[src/pkg/swsel_pkg.sv]
// constants and types for the single-wire secure element link
package swsel_pkg;
    localparam int CLK_HZ            = 10_000_000;
    localparam int CLK_NS            = 100;
    // flag and status codes
    localparam logic [7:0] FLAG_CMD   = 8'h77;
    localparam logic [7:0] FLAG_XMIT  = 8'h88;
    localparam logic [7:0] FLAG_IDLE  = 8'hBB;
    localparam logic [7:0] FLAG_SLEEP = 8'hCC;
    localparam logic [7:0] STAT_WAKE  = 8'h11;
    // times in ns or ms and derived cycle counts
    localparam int WAKE_LOW_NS        = 60_000;
    localparam int WAKE_LOW_CYC       = (WAKE_LOW_NS + CLK_NS - 1) / CLK_NS;
    localparam int ZLO_MAX_NS         = 4_560;
    localparam int ZLO_MAX_CYC        = ZLO_MAX_NS / CLK_NS + 4;
    localparam int OUT_PULSE_NS       = 6_000;
    localparam int OUT_PULSE_CYC      = OUT_PULSE_NS / CLK_NS;
    localparam int OUT_BIT_NS         = 54_000;
    localparam int OUT_BIT_CYC        = OUT_BIT_NS / CLK_NS;
    localparam int TURN_NS            = 96_000;
    localparam int TURN_CYC           = TURN_NS / CLK_NS;
    localparam int BIT_WIN_NS         = 20_000;
    localparam int BIT_WIN_CYC        = BIT_WIN_NS / CLK_NS;
    localparam int TIMEOUT_MS         = 65;
    localparam int TIMEOUT_CYC_DEF    = TIMEOUT_MS * (CLK_HZ / 1000);
    localparam int WDOG_MS            = 1300;
    localparam int WDOG_CYC_DEF       = WDOG_MS * (CLK_HZ / 1000);
    localparam int BUF_DEPTH          = 64;
    localparam int BUF_AW             = 6;
    typedef enum logic [2:0] {
        SWSEL_SLEEP, SWSEL_IDLE, SWSEL_FLAG, SWSEL_RXGRP,
        SWSEL_BUSY, SWSEL_TURN, SWSEL_TXGRP
    } swsel_mode_e;
endpackage

[src/hw/swsel_link.sv]
// single-wire link engine: tokens, flags, groups, timeouts
module swsel_link
    import swsel_pkg::*;
#(
    parameter int TIMEOUT_CYC = TIMEOUT_CYC_DEF,
    parameter int WDOG_CYC    = WDOG_CYC_DEF,
    parameter bit TWO_WIRE    = 1'b0
) (
    input  wire logic       clk,        // 10 MHz system clock
    input  wire logic       reset,      // synchronous, active high
    input  wire logic       sda_in,     // data wire level
    output logic            sda_out,    // data wire drive value (0)
    output logic            sda_oe,     // high while pulling low
    output logic            gpo,        // secondary output pin
    output logic            cmd_valid,  // command group complete
    output logic [7:0]      cmd_len,    // command group byte count
    input  wire logic       exec_done,  // command finished pulse
    input  wire logic       gpo_wr,     // query_command_a sets pin
    input  wire logic       gpo_val,    // new pin level
    input  wire logic       rsp_we,     // result byte write
    input  wire logic [5:0] rsp_addr,   // result byte address
    input  wire logic [7:0] rsp_data,   // result byte
    input  wire logic       chip_mode_wdog_off, // chip_mode_field bit
    output logic            idle_mode,  // device idle
    output logic            sleep_mode, // device asleep
    output logic            vol_clear,  // sleep reset pulse
    output logic            wdog_on     // watchdog running
);
    logic sda_s1_r, sda_s2_r, sda_d_r;
    swsel_mode_e mode_r;
    logic [15:0] low_cnt_r;
    logic [15:0] gap_cnt_r;
    logic        second_r;
    logic        bit_pend_r;
    logic [2:0]  bit_idx_r;
    logic [7:0]  sh_r;
    logic [5:0]  byte_idx_r;
    logic [7:0]  cnt_r;
    logic [31:0] tmo_r;
    logic [31:0] wdog_r;
    logic [15:0] tx_tmr_r;
    logic [5:0]  tx_idx_r;
    logic [2:0]  tx_bit_r;
    logic [7:0]  tx_byte_r;
    logic [7:0]  tx_len_r;
    logic        rsp_ok_r;
    logic        gpo_r;
    logic        fall, rise, wake_tok, bit_tok, bit_val, to_fire, wd_fire;
    logic        mem_we;
    logic [5:0]  mem_waddr, mem_raddr;
    logic [7:0]  mem_wdata, mem_rdata;
    logic        xmit_buf_r;

    // two-stage synchroniser on the wire, then edge history
    always_ff @(posedge clk) begin
        if (reset) begin
            sda_s1_r <= 1'b1;
            sda_s2_r <= 1'b1;
            sda_d_r  <= 1'b1;
        end else begin
            sda_s1_r <= sda_in;
            sda_s2_r <= sda_s1_r;
            sda_d_r  <= sda_s2_r;
        end
    end
    assign fall = sda_d_r & ~sda_s2_r;
    assign rise = ~sda_d_r & sda_s2_r;

    // low pulse length measurement
    always_ff @(posedge clk) begin
        if (reset || fall) begin
            low_cnt_r <= 16'h0000;
        end else if (!sda_s2_r && low_cnt_r != 16'hFFFF) begin
            low_cnt_r <= low_cnt_r + 16'h0001;
        end
    end

    // wake is a long low pulse; illegal between short and wake
    assign wake_tok = rise && (low_cnt_r >= 16'(WAKE_LOW_CYC));
    logic short_low;
    assign short_low = rise && (low_cnt_r <= 16'(ZLO_MAX_CYC));

    // token decode: second pulse inside window marks zero
    always_ff @(posedge clk) begin
        if (reset || mode_r == SWSEL_BUSY) begin
            gap_cnt_r  <= 16'h0000;
            second_r   <= 1'b0;
            bit_pend_r <= 1'b0;
        end else if (fall) begin
            // window runs from the start pulse, not from the second pulse
            if (bit_pend_r && gap_cnt_r < 16'(BIT_WIN_CYC)) begin
                second_r  <= 1'b1;
                gap_cnt_r <= gap_cnt_r + 16'h0001;
            end else begin
                bit_pend_r <= 1'b1;
                second_r   <= 1'b0;
                gap_cnt_r  <= 16'h0000;
            end
        end else if (bit_pend_r) begin
            if (gap_cnt_r == 16'(BIT_WIN_CYC)) begin
                bit_pend_r <= 1'b0;
            end
            gap_cnt_r <= gap_cnt_r + 16'h0001;
        end
    end
    assign bit_tok = bit_pend_r && gap_cnt_r == 16'(BIT_WIN_CYC)
                     && sda_s2_r;
    assign bit_val = ~second_r;

    // mode sequencing, flags and group reception
    always_ff @(posedge clk) begin
        if (reset) begin
            mode_r     <= SWSEL_SLEEP;
            bit_idx_r  <= 3'd0;
            sh_r       <= 8'h00;
            byte_idx_r <= 6'd0;
            cnt_r      <= 8'h00;
            cmd_valid  <= 1'b0;
            cmd_len    <= 8'h00;
            rsp_ok_r   <= 1'b0;
            xmit_buf_r <= 1'b0;
        end else begin
            cmd_valid <= 1'b0;
            if (exec_done) begin
                rsp_ok_r <= 1'b1;
            end
            if (wake_tok && mode_r != SWSEL_BUSY) begin
                // wake from rest, or link reset while awake
                mode_r     <= SWSEL_FLAG;
                bit_idx_r  <= 3'd0;
                byte_idx_r <= 6'd0;
                xmit_buf_r <= (mode_r == SWSEL_SLEEP);
            end else if (to_fire || wd_fire) begin
                mode_r   <= SWSEL_SLEEP;
                rsp_ok_r <= 1'b0;
            end else begin
                case (mode_r)
                    SWSEL_FLAG: if (bit_tok) begin
                        sh_r      <= {bit_val, sh_r[7:1]};
                        bit_idx_r <= bit_idx_r + 3'd1;
                        if (bit_idx_r == 3'd7) begin
                            case ({bit_val, sh_r[7:1]})
                                FLAG_CMD: begin
                                    mode_r     <= SWSEL_RXGRP;
                                    byte_idx_r <= 6'd0;
                                    rsp_ok_r   <= 1'b0;
                                end
                                FLAG_XMIT: mode_r <= SWSEL_TURN;
                                FLAG_IDLE: begin
                                    mode_r   <= SWSEL_IDLE;
                                    rsp_ok_r <= 1'b0;
                                end
                                FLAG_SLEEP: begin
                                    mode_r   <= SWSEL_SLEEP;
                                    rsp_ok_r <= 1'b0;
                                end
                                default: mode_r <= SWSEL_FLAG;
                            endcase
                        end
                    end
                    SWSEL_RXGRP: if (bit_tok) begin
                        sh_r      <= {bit_val, sh_r[7:1]};
                        bit_idx_r <= bit_idx_r + 3'd1;
                        if (bit_idx_r == 3'd7) begin
                            byte_idx_r <= byte_idx_r + 6'd1;
                            if (byte_idx_r == 6'd0) begin
                                cnt_r <= {bit_val, sh_r[7:1]};
                            end
                            if (byte_idx_r != 6'd0 &&
                                {2'b00, byte_idx_r} == cnt_r - 8'd1) begin
                                mode_r    <= SWSEL_BUSY;
                                cmd_valid <= 1'b1;
                                cmd_len   <= cnt_r;
                            end
                        end
                    end
                    SWSEL_BUSY: if (exec_done) begin
                        mode_r     <= SWSEL_FLAG;
                        xmit_buf_r <= 1'b0;
                    end
                    SWSEL_TURN: if (tx_tmr_r == 16'(TURN_CYC)) begin
                        mode_r <= SWSEL_TXGRP;
                    end
                    SWSEL_TXGRP: if (tx_idx_r == tx_len_r[5:0] &&
                                     tx_bit_r == 3'd0 &&
                                     tx_tmr_r == 16'h0000) begin
                        mode_r <= SWSEL_FLAG;
                    end
                    default: ;
                endcase
            end
        end
    end

    // input bytes go to the shared buffer, results come back
    assign mem_we    = (mode_r == SWSEL_RXGRP && bit_tok &&
                        bit_idx_r == 3'd7) || rsp_we;
    assign mem_waddr = rsp_we ? rsp_addr : byte_idx_r;
    assign mem_wdata = rsp_we ? rsp_data : {bit_val, sh_r[7:1]};
    // read one byte ahead while sending, so the next byte is ready
    assign mem_raddr = (mode_r == SWSEL_TXGRP) ? tx_idx_r + 6'd1 : tx_idx_r;

    swsel_mem u_mem (
        .clk   (clk),
        .we    (mem_we),
        .waddr (mem_waddr),
        .wdata (mem_wdata),
        .raddr (mem_raddr),
        .rdata (mem_rdata)
    );

    // turnaround and output token timing
    always_ff @(posedge clk) begin
        if (reset || (mode_r != SWSEL_TURN && mode_r != SWSEL_TXGRP)) begin
            tx_tmr_r  <= 16'h0000;
            tx_idx_r  <= 6'd0;
            tx_bit_r  <= 3'd0;
            tx_len_r  <= 8'd4;
            tx_byte_r <= 8'h00;
        end else if (mode_r == SWSEL_TURN) begin
            tx_tmr_r <= (tx_tmr_r == 16'(TURN_CYC)) ? 16'h0000
                                                    : tx_tmr_r + 16'h0001;
            if (tx_tmr_r == 16'(TURN_CYC)) begin
                // results when available else status group
                tx_len_r  <= rsp_ok_r ? mem_rdata : 8'd4;
                tx_byte_r <= rsp_ok_r ? mem_rdata : 8'd4;
            end
        end else if (tx_tmr_r == 16'(OUT_BIT_CYC - 1)) begin
            tx_tmr_r <= 16'h0000;
            tx_bit_r <= tx_bit_r + 3'd1;
            tx_byte_r <= {1'b0, tx_byte_r[7:1]};
            if (tx_bit_r == 3'd7) begin
                tx_idx_r <= tx_idx_r + 6'd1;
                if (!rsp_ok_r) begin
                    // status group: count, status, two check bytes
                    tx_byte_r <= (tx_idx_r == 6'd0)
                               ? (xmit_buf_r ? STAT_WAKE : 8'h00)
                               : 8'h00;
                end else begin
                    tx_byte_r <= mem_rdata;
                end
            end
        end else begin
            tx_tmr_r <= tx_tmr_r + 16'h0001;
        end
    end

    // open-drain drive: start pulse, plus second pulse for zero
    always_comb begin
        sda_out = 1'b0;
        sda_oe  = 1'b0;
        if (mode_r == SWSEL_TXGRP && tx_idx_r != tx_len_r[5:0]) begin
            if (tx_tmr_r < 16'(OUT_PULSE_CYC)) begin
                sda_oe = 1'b1;
            end else if (!tx_byte_r[0] &&
                         tx_tmr_r >= 16'(2*OUT_PULSE_CYC) &&
                         tx_tmr_r < 16'(3*OUT_PULSE_CYC)) begin
                sda_oe = 1'b1;
            end
        end
    end

    // inactivity timeout, restarted on each legal token
    always_ff @(posedge clk) begin
        if (reset || mode_r == SWSEL_BUSY || mode_r == SWSEL_SLEEP ||
            mode_r == SWSEL_IDLE || mode_r == SWSEL_TXGRP ||
            mode_r == SWSEL_TURN) begin
            tmo_r <= 32'd0;
        end else if (bit_tok || short_low || wake_tok) begin
            tmo_r <= 32'd0;
        end else if (bit_pend_r || mode_r == SWSEL_RXGRP ||
                     (!sda_s2_r && !short_low)) begin
            tmo_r <= tmo_r + 32'd1;
        end
    end
    assign to_fire = tmo_r >= 32'(TIMEOUT_CYC);

    // watchdog from wake, held off while idle or disabled
    always_ff @(posedge clk) begin
        if (reset || mode_r == SWSEL_SLEEP || mode_r == SWSEL_IDLE ||
            chip_mode_wdog_off || wake_tok) begin
            wdog_r <= 32'd0;
        end else begin
            wdog_r <= wdog_r + 32'd1;
        end
    end
    assign wd_fire = wdog_r >= 32'(WDOG_CYC);

    // general-purpose output, low from reset
    always_ff @(posedge clk) begin
        if (reset) begin
            gpo_r <= 1'b0;
        end else if (gpo_wr && !TWO_WIRE) begin
            gpo_r <= gpo_val;
        end
    end
    assign gpo        = TWO_WIRE ? 1'b0 : gpo_r;
    assign idle_mode  = (mode_r == SWSEL_IDLE);
    assign sleep_mode = (mode_r == SWSEL_SLEEP);
    assign vol_clear  = to_fire || wd_fire;
    assign wdog_on    = wdog_r != 32'd0;
endmodule // swsel_link

[src/hw/swsel_mem.sv]
// small byte buffer for the link input/output group
module swsel_mem
    import swsel_pkg::*;
#(
    parameter int DW = 8,
    parameter int AW = BUF_AW
) (
    input  wire logic          clk,   // system clock
    input  wire logic          we,    // write strobe
    input  wire logic [AW-1:0] waddr, // write address
    input  wire logic [DW-1:0] wdata, // write data
    input  wire logic [AW-1:0] raddr, // read address
    output logic      [DW-1:0] rdata  // registered read data
);
    logic [DW-1:0] mem [0:(1<<AW)-1];

    // write port
    always_ff @(posedge clk) begin
        if (we) begin
            mem[waddr] <= wdata;
        end
    end

    // registered read port
    always_ff @(posedge clk) begin
        rdata <= mem[raddr];
    end
endmodule // swsel_mem

[config.mk]
export PLATFORM = sky130hd
export DESIGN_NAME = swsel_link
export DESIGN_NICKNAME = d
export VERILOG_FILES = /design/src/pkg/swsel_pkg.sv /design/src/hw/swsel_link.sv /design/src/hw/swsel_mem.sv
export SDC_FILE = /design/constraint.sdc
export NUM_CORES = 1
export LEC_CHECK = 0
export ABC_AREA = 1
export BUFFER_PORTS_ARGS = -buffer_cell sky130_fd_sc_hd__buf_2
export CORE_UTILIZATION = 50
export CTS_BUF_LIST = sky130_fd_sc_hd__clkbuf_2
export DETAILED_ROUTE_END_ITERATION = 12
export HOLD_SLACK_MARGIN = 0.02
export PLACE_DENSITY_LB_ADDON = 0.1
export SYNTH_ARGS = -nofsm -noshare
export SYNTH_HDL_FRONTEND = slang
export SYNTH_SLANG_ARGS = --single-unit
[constraint.sdc]
create_clock -name clk -period 7.23 [get_ports clk]
set_input_delay 1.446 -clock clk [delete_from_list [all_inputs] [get_ports clk]]
set_output_delay 1.446 -clock clk [all_outputs]
set_load 0.03 [all_outputs]
* Word-level counts from Yosys, hierarchy flattened *
Memory sizes are Yosys's and may differ from the RTL's. A register that Yosys moved wholly into a read port is not among the register bits.
Index checks and enable logic that the tools add are counted.
W data, S select, Z words.

cells by class
  shift operators = 0
  magnitude comparators = 8
  div/mod/pow operators = 0
  multipliers = 0
  multiplexer cells = 57
  equal/unequal tests = 41
  reduce and logical (&&, ||, !) cells = 69
  $add $sub $neg = 10
  bitwise gates (word level) = 11

operators with widths
  kind                     number
  $mux W16                 6
  $add A32 B1 Y32 const B  2
  $mux W8                  7
  $add A16 B1 Y16 const B  3
  $mux W6                  7
  $eq A16 B10 Y1 const B   2
  $ge A32 B20 Y1 const B   1
  $ge A32 B24 Y1 const B   1
  $lt A16 B8 Y1 const B    2
  $reduce_bool A32 Y1      1
  $eq A8 B8 Y1 const B     3
  $mux W3                  8
  $ne A4 B4 Y1 const B     6
  $mux W1                  22
  $reduce_and A9 Y1        2
  $logic_and A1 B1 Y1      17
  $logic_or A1 B1 Y1       17
  $eq A16 B8 Y1 const B    1
  $ge A16 B10 Y1 const B   1
  $ge A16 B7 Y1 const B    1
  $le A16 B6 Y1 const B    1
  $logic_not A16 Y1        1
  $lt A16 B6 Y1 const B    1
  $ne A16 B16 Y1 const B   1
  36 further kinds         82

storage, ports and cells
  memory bits (read-only) = 0
  bits in latches = 0
  register bits after elaboration = 180
  memories kept = 1
  memory bits (writable) = 512
  input port bits = 22

memories
  memory     depth  width  rd ports  clocked after memory_dff  wr ports  line             text
  u_mem.mem  64     8      1         1                         1         swsel_mem.sv:15  logic [DW-1:0] mem [0:(1<<AW)-1];

* Depth between registers and ports, before layout *
Gate-level depths: netlist (run 1).

  depth after elaboration = 9
  gate-level depth with buffers = 16

* Hierarchy *
Synthesis (run 1) repeated with hierarchy kept, for this count alone.

second synthesis, totals
  cells, all modules = 3366
  area total of the unflattened synthesis = 31611.6 µm²

modules (own cells, without submodules)
  module      cells each  instances  area an instance (µm²)
  swsel_mem   1822        1          21291.7
  swsel_link  1544        1          10319.9

* Least setup slack after synthesis (run 1) *
Ideal clock, no wire load.

  kind = input-to-reg
  start point = input rsp_we
  end point = memory u_mem.mem[0][6], data pin
  stages = 3
  slack = 2.160 ns
  buffers on the path = 2
  data required time = 6.529 ns
  arrival time = 4.368 ns
  setup time = 0.701 ns
  cells stage by stage = clkbuf_1 clkbuf_1 o21ai_0

between the ends
  word-level cells in the longest chain between the ends = 1

ends and longest elaborated chain
  what              line               text
  from (decl)       swsel_link.sv:20   input wire logic rsp_we,
  $mux W8           swsel_link.sv:199  assign mem_wdata = rsp_we ? rsp_data : {bit_val, sh_r[7:1]};
  net mem_wdata[6]  swsel_link.sv:51   logic [7:0] mem_wdata, mem_rdata;
  to (decl)         swsel_mem.sv:15

The timed path passes the listed nets, and every way through them passes these cells.

* Worst setup path in the final report (run 1) *
  start point = register tmo_r[13]
  end point = output vol_clear

between the ends
  word-level cells in the longest chain between the ends = 2

ends and longest elaborated chain
  what                    line               text
  from (decl)             swsel_link.sv:39   logic [31:0] tmo_r;
  from (signal assigned)  swsel_link.sv:273  tmo_r <= tmo_r + 32'd1;
  $ge A32 B20 Y1          swsel_link.sv:276  assign to_fire = tmo_r >= 32'(TIMEOUT_CYC);
  $logic_or A1 B1 Y1      swsel_link.sv:300  assign vol_clear = to_fire || wd_fire;
  to (decl)               swsel_link.sv:26   output logic vol_clear,

No other way between the ends.

==> results.cfg, run 1 <==
[global_route]
grt_pass1_wl_mm = 131
grt.total_usage = 0.256
grt_max_degree = 144
grt_pass1_vias = 23669
grt-ovfl-total = 0
grt_antenna_before_repair = 5

[placement]
port_buffers = 36
placed_cells = 4515
post_dp_cell_area_um2 = 33700
place_ws_ns = 2.68
gp_congestion = 0.892
dp_hpwl_mm = 51.7

[cells_and_area]
fin_area_um2 = 35300
fill_cells = 6231
fin_cells = 4836
area_growth_pct = 7.58
fin_nets = 3883
drive_above_1_share = 0.101

[die]
dieArea_um2 = 66700
die_x_um = 258
start_util = 0.508
num_io_pins = 38
die-height_um = 258
rows = 93
core-area_um2 = 64700

[power]
p_per_area_nw_per_um2 = 205
ir_drop_mv = 0.168
p_leak_nw = 14.9

[cts]
post_cts_resized = 0
hold_buffers = 0
cts-root-buf = clkbuf_2
htreeDepth = 4
numCtsBuffers = 177
cts_tree = done
cts_setup_buffers = 0
clock_latency_ns = 1.37
cts_sinks = 699
clk_pin_slew_ns = 0.09
clockBufferDepth = 3

[sta]
min_period_over_period = 0.650
tns_ns = 0
min_period_ns = 4.70
timing.final.ws_setup_ns = 2.53
whs_ns = 0.286
rsz0062_at_grt = false
max_clock_freq_ghz = 0.213
final.setup_skew_ns = 0.0926
slew-limit-headroom = 0.211
drv_slew = 0
setup_viol = 0
worst_slew_pin_slew_ns = 1.18
hold_violations = 0

[yosys]
synthTopCellsByArea = edfxtp_1, dfxtp_1, nand2_1
synth_flop_cell = edfxtp_1
synth_cells = 3739
yosysSeqAreaShare = 0.582
synth_seq_cells = 699
yosys_warnings = 0
synthDominantCellAreaShare = 0.468
synth_area_um2 = 32900
async_reset_ff_frac = 0
syn_nets = 3783
synth-edff-count = 512
synth_cell_types = 50
synth_area_per_cell_um2 = 8.79
yosys.area.top_type = edfxtp_1

[hold_path]
hp-class = input port to flip-flop

[setup_path]
cp.required_ns = 5.78
cp_max_fo = 8
cp-start-kind = flip-flop
critical_path_arrival_ns = 3.25
endpoint_kind = primary output
crit_type = flip-flop to primary output

[flow_run]
drv_cap = 0

[detailed_routing]
ant_nets = 0
first_pass_iters = 6
dr_total_vias = 24786
wl_per_cell_um = 17.4
first_iter_violations = 2060
wirelength_mm = 84.4
drcViolationCount = 0
vias_per_cell = 5.13

[outcome]
outcome = finished clean
## routing by layer
layer,track usage,vias to the layer above,wire [µm]
met4,0.103,2,2630
met3,0.0491,160,4970
met5,0,-,13
met1,0.352,11440,38500
met2,0.400,764,38300
li1,-,12420,-
## path summary, 6_finish.rpt
kind / from / end / slack [ns] / cells past startpoint
setup / recovery: tmo_r[13]$_SDFFE_PP0P_ / vol_clear / 2.53 / 6
hold / removal: gpo_wr / gpo$_SDFFE_PP0P_ / 0.29 / 2
setup reg to reg: mode_r[1]$_SDFFE_PP0P_ / u_mem.rdata[7]$_DFF_P_ / 3.28 / 12
hold reg to reg: sda_s1_r$_SDFF_PP1_ / sda_s2_r$_SDFF_PP1_ / 0.42 / 1
## cell usage in the layout (no fill, tap or decap), types with 3 or more instances in the layout
cell       Yosys  final
o211ai_1       3      3
nand4_1       48     48
nand3b_1      33     33
bufinv_16      0      4
or2_2         10     10
clkinv_2       0      6
nand2_1      848    846
nor2_4         5      5
dfxtp_1      187    187
nand3_1      590    590
buf_4         25     20
a211oi_1       3      3
nor3_1        54     54
xor2_1        34     34
inv_2          8     11
nor3_2         4      4
o21a_1         7      7
nand2_2        3      3
xnor2_1       11     11
o21ai_4        0     11
inv_1        661    661
diode_2        0      6
o21ai_0       74     65
o21ai_1        4      4
nor2_1       332    332
o22ai_1        6      6
clkbuf_2       0    268
clkinv_1       3     31
nor4_1         9      9
a31oi_1        3      3
a21oi_1       85     85
edfxtp_1     512    512
buf_2         63     36
nor3b_1       16     16
ha_1          22     22
clkinv_4       0      4
nor2_2         5      5
## registers in the layout, indices dropped and copies added, names as in the netlist, 16 cells and up
register	cells
gap_cnt_r	16
low_cnt_r	16
tmo_r	32
tx_tmr_r	16
u_mem.mem	512
wdog_r	32
## cell usage after synthesis (2+ instances only)
| cell type | count |
|---|---|
| buf_2 | 63 |
| dfxtp_1 | 187 |
| inv_2 | 8 |
| nand3_1 | 590 |
| a2111oi_0 | 2 |
| nor2_4 | 5 |
| o22ai_1 | 6 |
| buf_6 | 10 |
| nor2_1 | 332 |
| or2_2 | 10 |
| nand4_1 | 48 |
| nand4_2 | 2 |
| o211ai_1 | 3 |
| inv_1 | 661 |
| ha_1 | 22 |
| nor2_2 | 5 |
| o21ai_1 | 4 |
| buf_1 | 3 |
| o21ai_2 | 4 |
| and3_1 | 2 |
| nand2_2 | 3 |
| clkbuf_1 | 36 |
| xor2_1 | 34 |
| nor3_2 | 4 |
| nor4_1 | 9 |
| o21a_1 | 7 |
| a21oi_1 | 85 |
| buf_4 | 25 |
| xnor2_1 | 11 |
| nand2_1 | 848 |
| edfxtp_1 | 512 |
| nand3b_1 | 33 |
| a31oi_1 | 3 |
| a211oi_1 | 3 |
| nor3b_1 | 16 |
| clkinv_1 | 3 |
| o21ai_0 | 74 |
| nor3_1 | 54 |
## through the flow
stage | util | power, W
5_1_grt | 0.546 | 0.00753
6_report | 0.546 | 0.00725
4_1_cts | 0.546 | 0.00732
2_1_floorplan | - | 0.00451
3_5_place_dp | 0.520 | 0.00460
3_3_place_gp | 0.520 | 0.00460
## critical path, cell delays in order, from the launching register on
cell and delay [ns]:
dfxtp_1 0.39, nand2_1 0.10, nor3_1 0.32, nand2_1 0.12, a21oi_1 0.29, nand3b_2 0.41
buf_2 0.28
## logic make-up (layout without fill, tap and decap cells)
logic type      count (synthesis)  after routing  share of synthesized area
simple gates                 1968           1968                      0.265
fa+ha+maj                      22             22                    0.00838
other cells                     1              7                   0.000114
flops                         699            699                      0.582
buf+inv                       809           1045                      0.100
compound gates                195            195                     0.0321
xor+xnor                       45             45                     0.0120
## report_power, final
part           internal (W)  total, W  switching [W]
clock               0.00113   0.00274        0.00161
combinational     0.0000298  0.000178       0.000149
sequential          0.00432   0.00432     0.00000829
total               0.00548   0.00725        0.00177
## cell type report
| class | instances | area (µm²) | share of cell area |
|---|---|---|---|
| diodes | 6 | 15.0 | 0.000425 |
| clock buffers | 268 | 1340 | 0.0379 |
| clock inverters | 47 | 317 | 0.00896 |
| inverters | 672 | 2520 | 0.0714 |
| multi-input cells | 2231 | 10600 | 0.300 |
| flip-flops and latches | 699 | 19100 | 0.541 |
| well taps | 855 | 1070 | 0.0303 |
| repair buffers | 58 | 370 | 0.0105 |
Note: power is estimated with default switching activity, not from simulation.
==> inputs of run 2 (changes only) <==
Settings changed: ABC_AREA 1 to 0.
Clock period 7.23 ns to 4.5 ns, I/O delays scaled along.
==> results.cfg, run 2 <==
[detailed_routing]
dr_wl_met2_mm = 42.5
first_iter_violations = 2454
vias_per_cell = 6.26
drt-met1-wl_mm = 40.2
met3WireLength_mm = 7.96
ant_nets = 0
dr.max_layer_used = met4
dr_total_vias = 24392
first_pass_iters = 5
wl_per_cell_um = 24.3
wirelength_mm = 94.6
drcViolationCount = 0

[cts]
cts_tree = done
numCtsBuffers = 182
clk_pin_slew_ns = 0.10
clockBufferDepth = 3
cts_sinks = 699
cts_setup_buffers = 0
htreeDepth = 4
clock_latency_ns = 1.38
cts-root-buf = clkbuf_2

[cells_and_area]
area_growth_pct = 9.47
fin_area_um2 = 36200
final_common_cell = edfxtp_1
fin_nets = 2937
top_register = u_mem.mem
largest_register_ffs = 512
drive_above_1_share = 0.176
reg_top3 = u_mem.mem x512, tmo_r x32, wdog_r x32
final_cell_mix = edfxtp_1, nor2_1, clkbuf_2, nand2_1, dfxtp_1

[power]
finalPower_w = 0.0116
ir_drop_mv = 0.184
p_clk_frac = 0.380
internal_power_w = 0.00871
switching_power_w = 0.00289
p_sw_frac = 0.249
p_per_area_nw_per_um2 = 321
power_frac_seq = 0.598
p_leak_nw = 12.0
combinationalPowerShare = 0.022

[global_route]
grt_pass1_wl_mm = 143
grt_antenna_before_repair = 3
grt-ovfl-total = 0
grt_pass1_vias = 23924
grt.total_usage = 0.283
grt_max_degree = 77

[sta]
slew-limit-headroom = 0.121
max_clock_freq_ghz = 0.239
hold_violations = 0
drv_slew = 0
worst_slew_pin_slew_ns = 1.31
min_period_over_period = 0.930
final.setup_skew_ns = 0.0944
setup_viol = 0
min_period_ns = 4.19

[yosys]
synth_cells = 2757
synth_area_per_cell_um2 = 12.0
synth-edff-count = 512
synth_area_um2 = 33000
yosysSeqAreaShare = 0.579
synth_cell_types = 84
async_reset_ff_frac = 0
synthTopCellsByArea = edfxtp_1, dfxtp_1, mux2i_1
synth_flop_cell = edfxtp_1
synthDominantCellAreaShare = 0.465
yosysMostFrequentCell = edfxtp_1
yosys.area.top_type = edfxtp_1
synth_seq_cells = 699
syn_nets = 2801
yosys_warnings = 0
synthTopCellsByCount = edfxtp_1, nor2_1, nand2_1

[setup_path]
path_cells = buf_8 -> xor2_1 -> nor4_1 -> nand3_1 -> nand4_1 -> a21oi_1 -> buf_2
crit_type = flip-flop to primary output
endpoint_kind = primary output
cp.required_ns = 3.60
critPathSlowestCell = buf_8
cpPeakStageDelay_ns = 0.46
cp_max_fo = 76
crit_family = buffers and inverters
critical_path_arrival_ns = 3.29
cp-start-kind = flip-flop
critPathBufInv = 2

[placement]
port_buffers = 36
dp_hpwl_mm = 62.0
post_dp_cell_area_um2 = 34400
gp_congestion = 0.980

[die]
die_x_um = 259
rows = 93
die-height_um = 259
start_util = 0.510
dieArea_um2 = 67100
num_io_pins = 38
core-area_um2 = 64800

[hold_path]
hp-class = input port to flip-flop

[flow_run]
drv_cap = 0

[outcome]
outcome = finished clean
[run 2: repair_timing]
item	CTS	global route
endpoints found under the setup margin	1	0
hold buffers	9	0
resized for setup	2	0
hold endpoints to repair	64	0
[run 2: worst paths after layout]
check / depth (start not counted) / end / slack (ns) / startpoint
max reg2reg: 7 / u_mem.mem[36][4]$_DFFE_PP_ / 0.59 / gap_cnt_r[10]$_SDFFE_PP0P_
max: 7 / sda_oe / 0.31 / tx_idx_r[0]$_SDFFE_PP0P_
min: 3 / rsp_ok_r$_SDFF_PP0_ / 0.43 / exec_done
min reg2reg: 1 / sda_s2_r$_SDFF_PP1_ / 0.44 / sda_s1_r$_SDFF_PP1_
[run 2: per-stage QoR]
step                setup WS, ns  TNS [ns]   util  cells  hold slack, ns
floorplan                  0.862         0      -   2757           0.389
global placement           0.683         0  0.530   3555           0.398
detailed placement         0.718         0  0.530   3555           0.403
CTS                       0.0909         0  0.558   3889           0.254
global route            -0.00650  -0.00650  0.558   3893           0.332
finish                     0.314         0  0.558   3894           0.430
[run 2: area by class of cell]
class | count | area [µm²]
multi-input combinational | 1829 | 13100
fill | 5578 | 28600
inverter | 39 | 146
timing repair buffer | 142 | 1040
clock inverter | 61 | 350
tap | 855 | 1070
clock buffer | 264 | 1320
sequential | 699 | 19100
antenna | 5 | 12.5
[run 2: routing by layer]
layer,GRT usage,up-vias
met1,0.380,11986
met5,0,-
li1,-,11108
met2,0.424,1065
met3,0.0709,233
met4,0.150,0
[run 2: logic make-up (layout without fill, tap and decap cells)]
| kind of cell | Yosys count | after routing | synth area share |
|---|---|---|---|
| flops | 699 | 699 | 0.579 |
| fa+ha+maj | 22 | 22 | 0.00833 |
| simple gates | 873 | 873 | 0.128 |
| other cells | 1 | 6 | 0.000114 |
| mux | 252 | 252 | 0.0970 |
| compound gates | 557 | 557 | 0.127 |
| xor+xnor | 124 | 124 | 0.0329 |
| buf+inv | 229 | 506 | 0.0280 |
[run 2: worst min-delay path, stage by stage]
cell and delay (ns):
dlygate4sd3_1 0.52, buf_2 0.16, o221a_2 0.19
[run 2: power groups by stage]
stage	logic, W	clock network [W]	registers, W
6_report	0.000251	0.00441	0.00694
5_1_grt	0.000268	0.00486	0.00694
4_1_cts	0.000249	0.00455	0.00694
3_5_place_dp	0.000242	0	0.00709
3_3_place_gp	0.000237	0	0.00709
2_1_floorplan	0.000120	0	0.00708
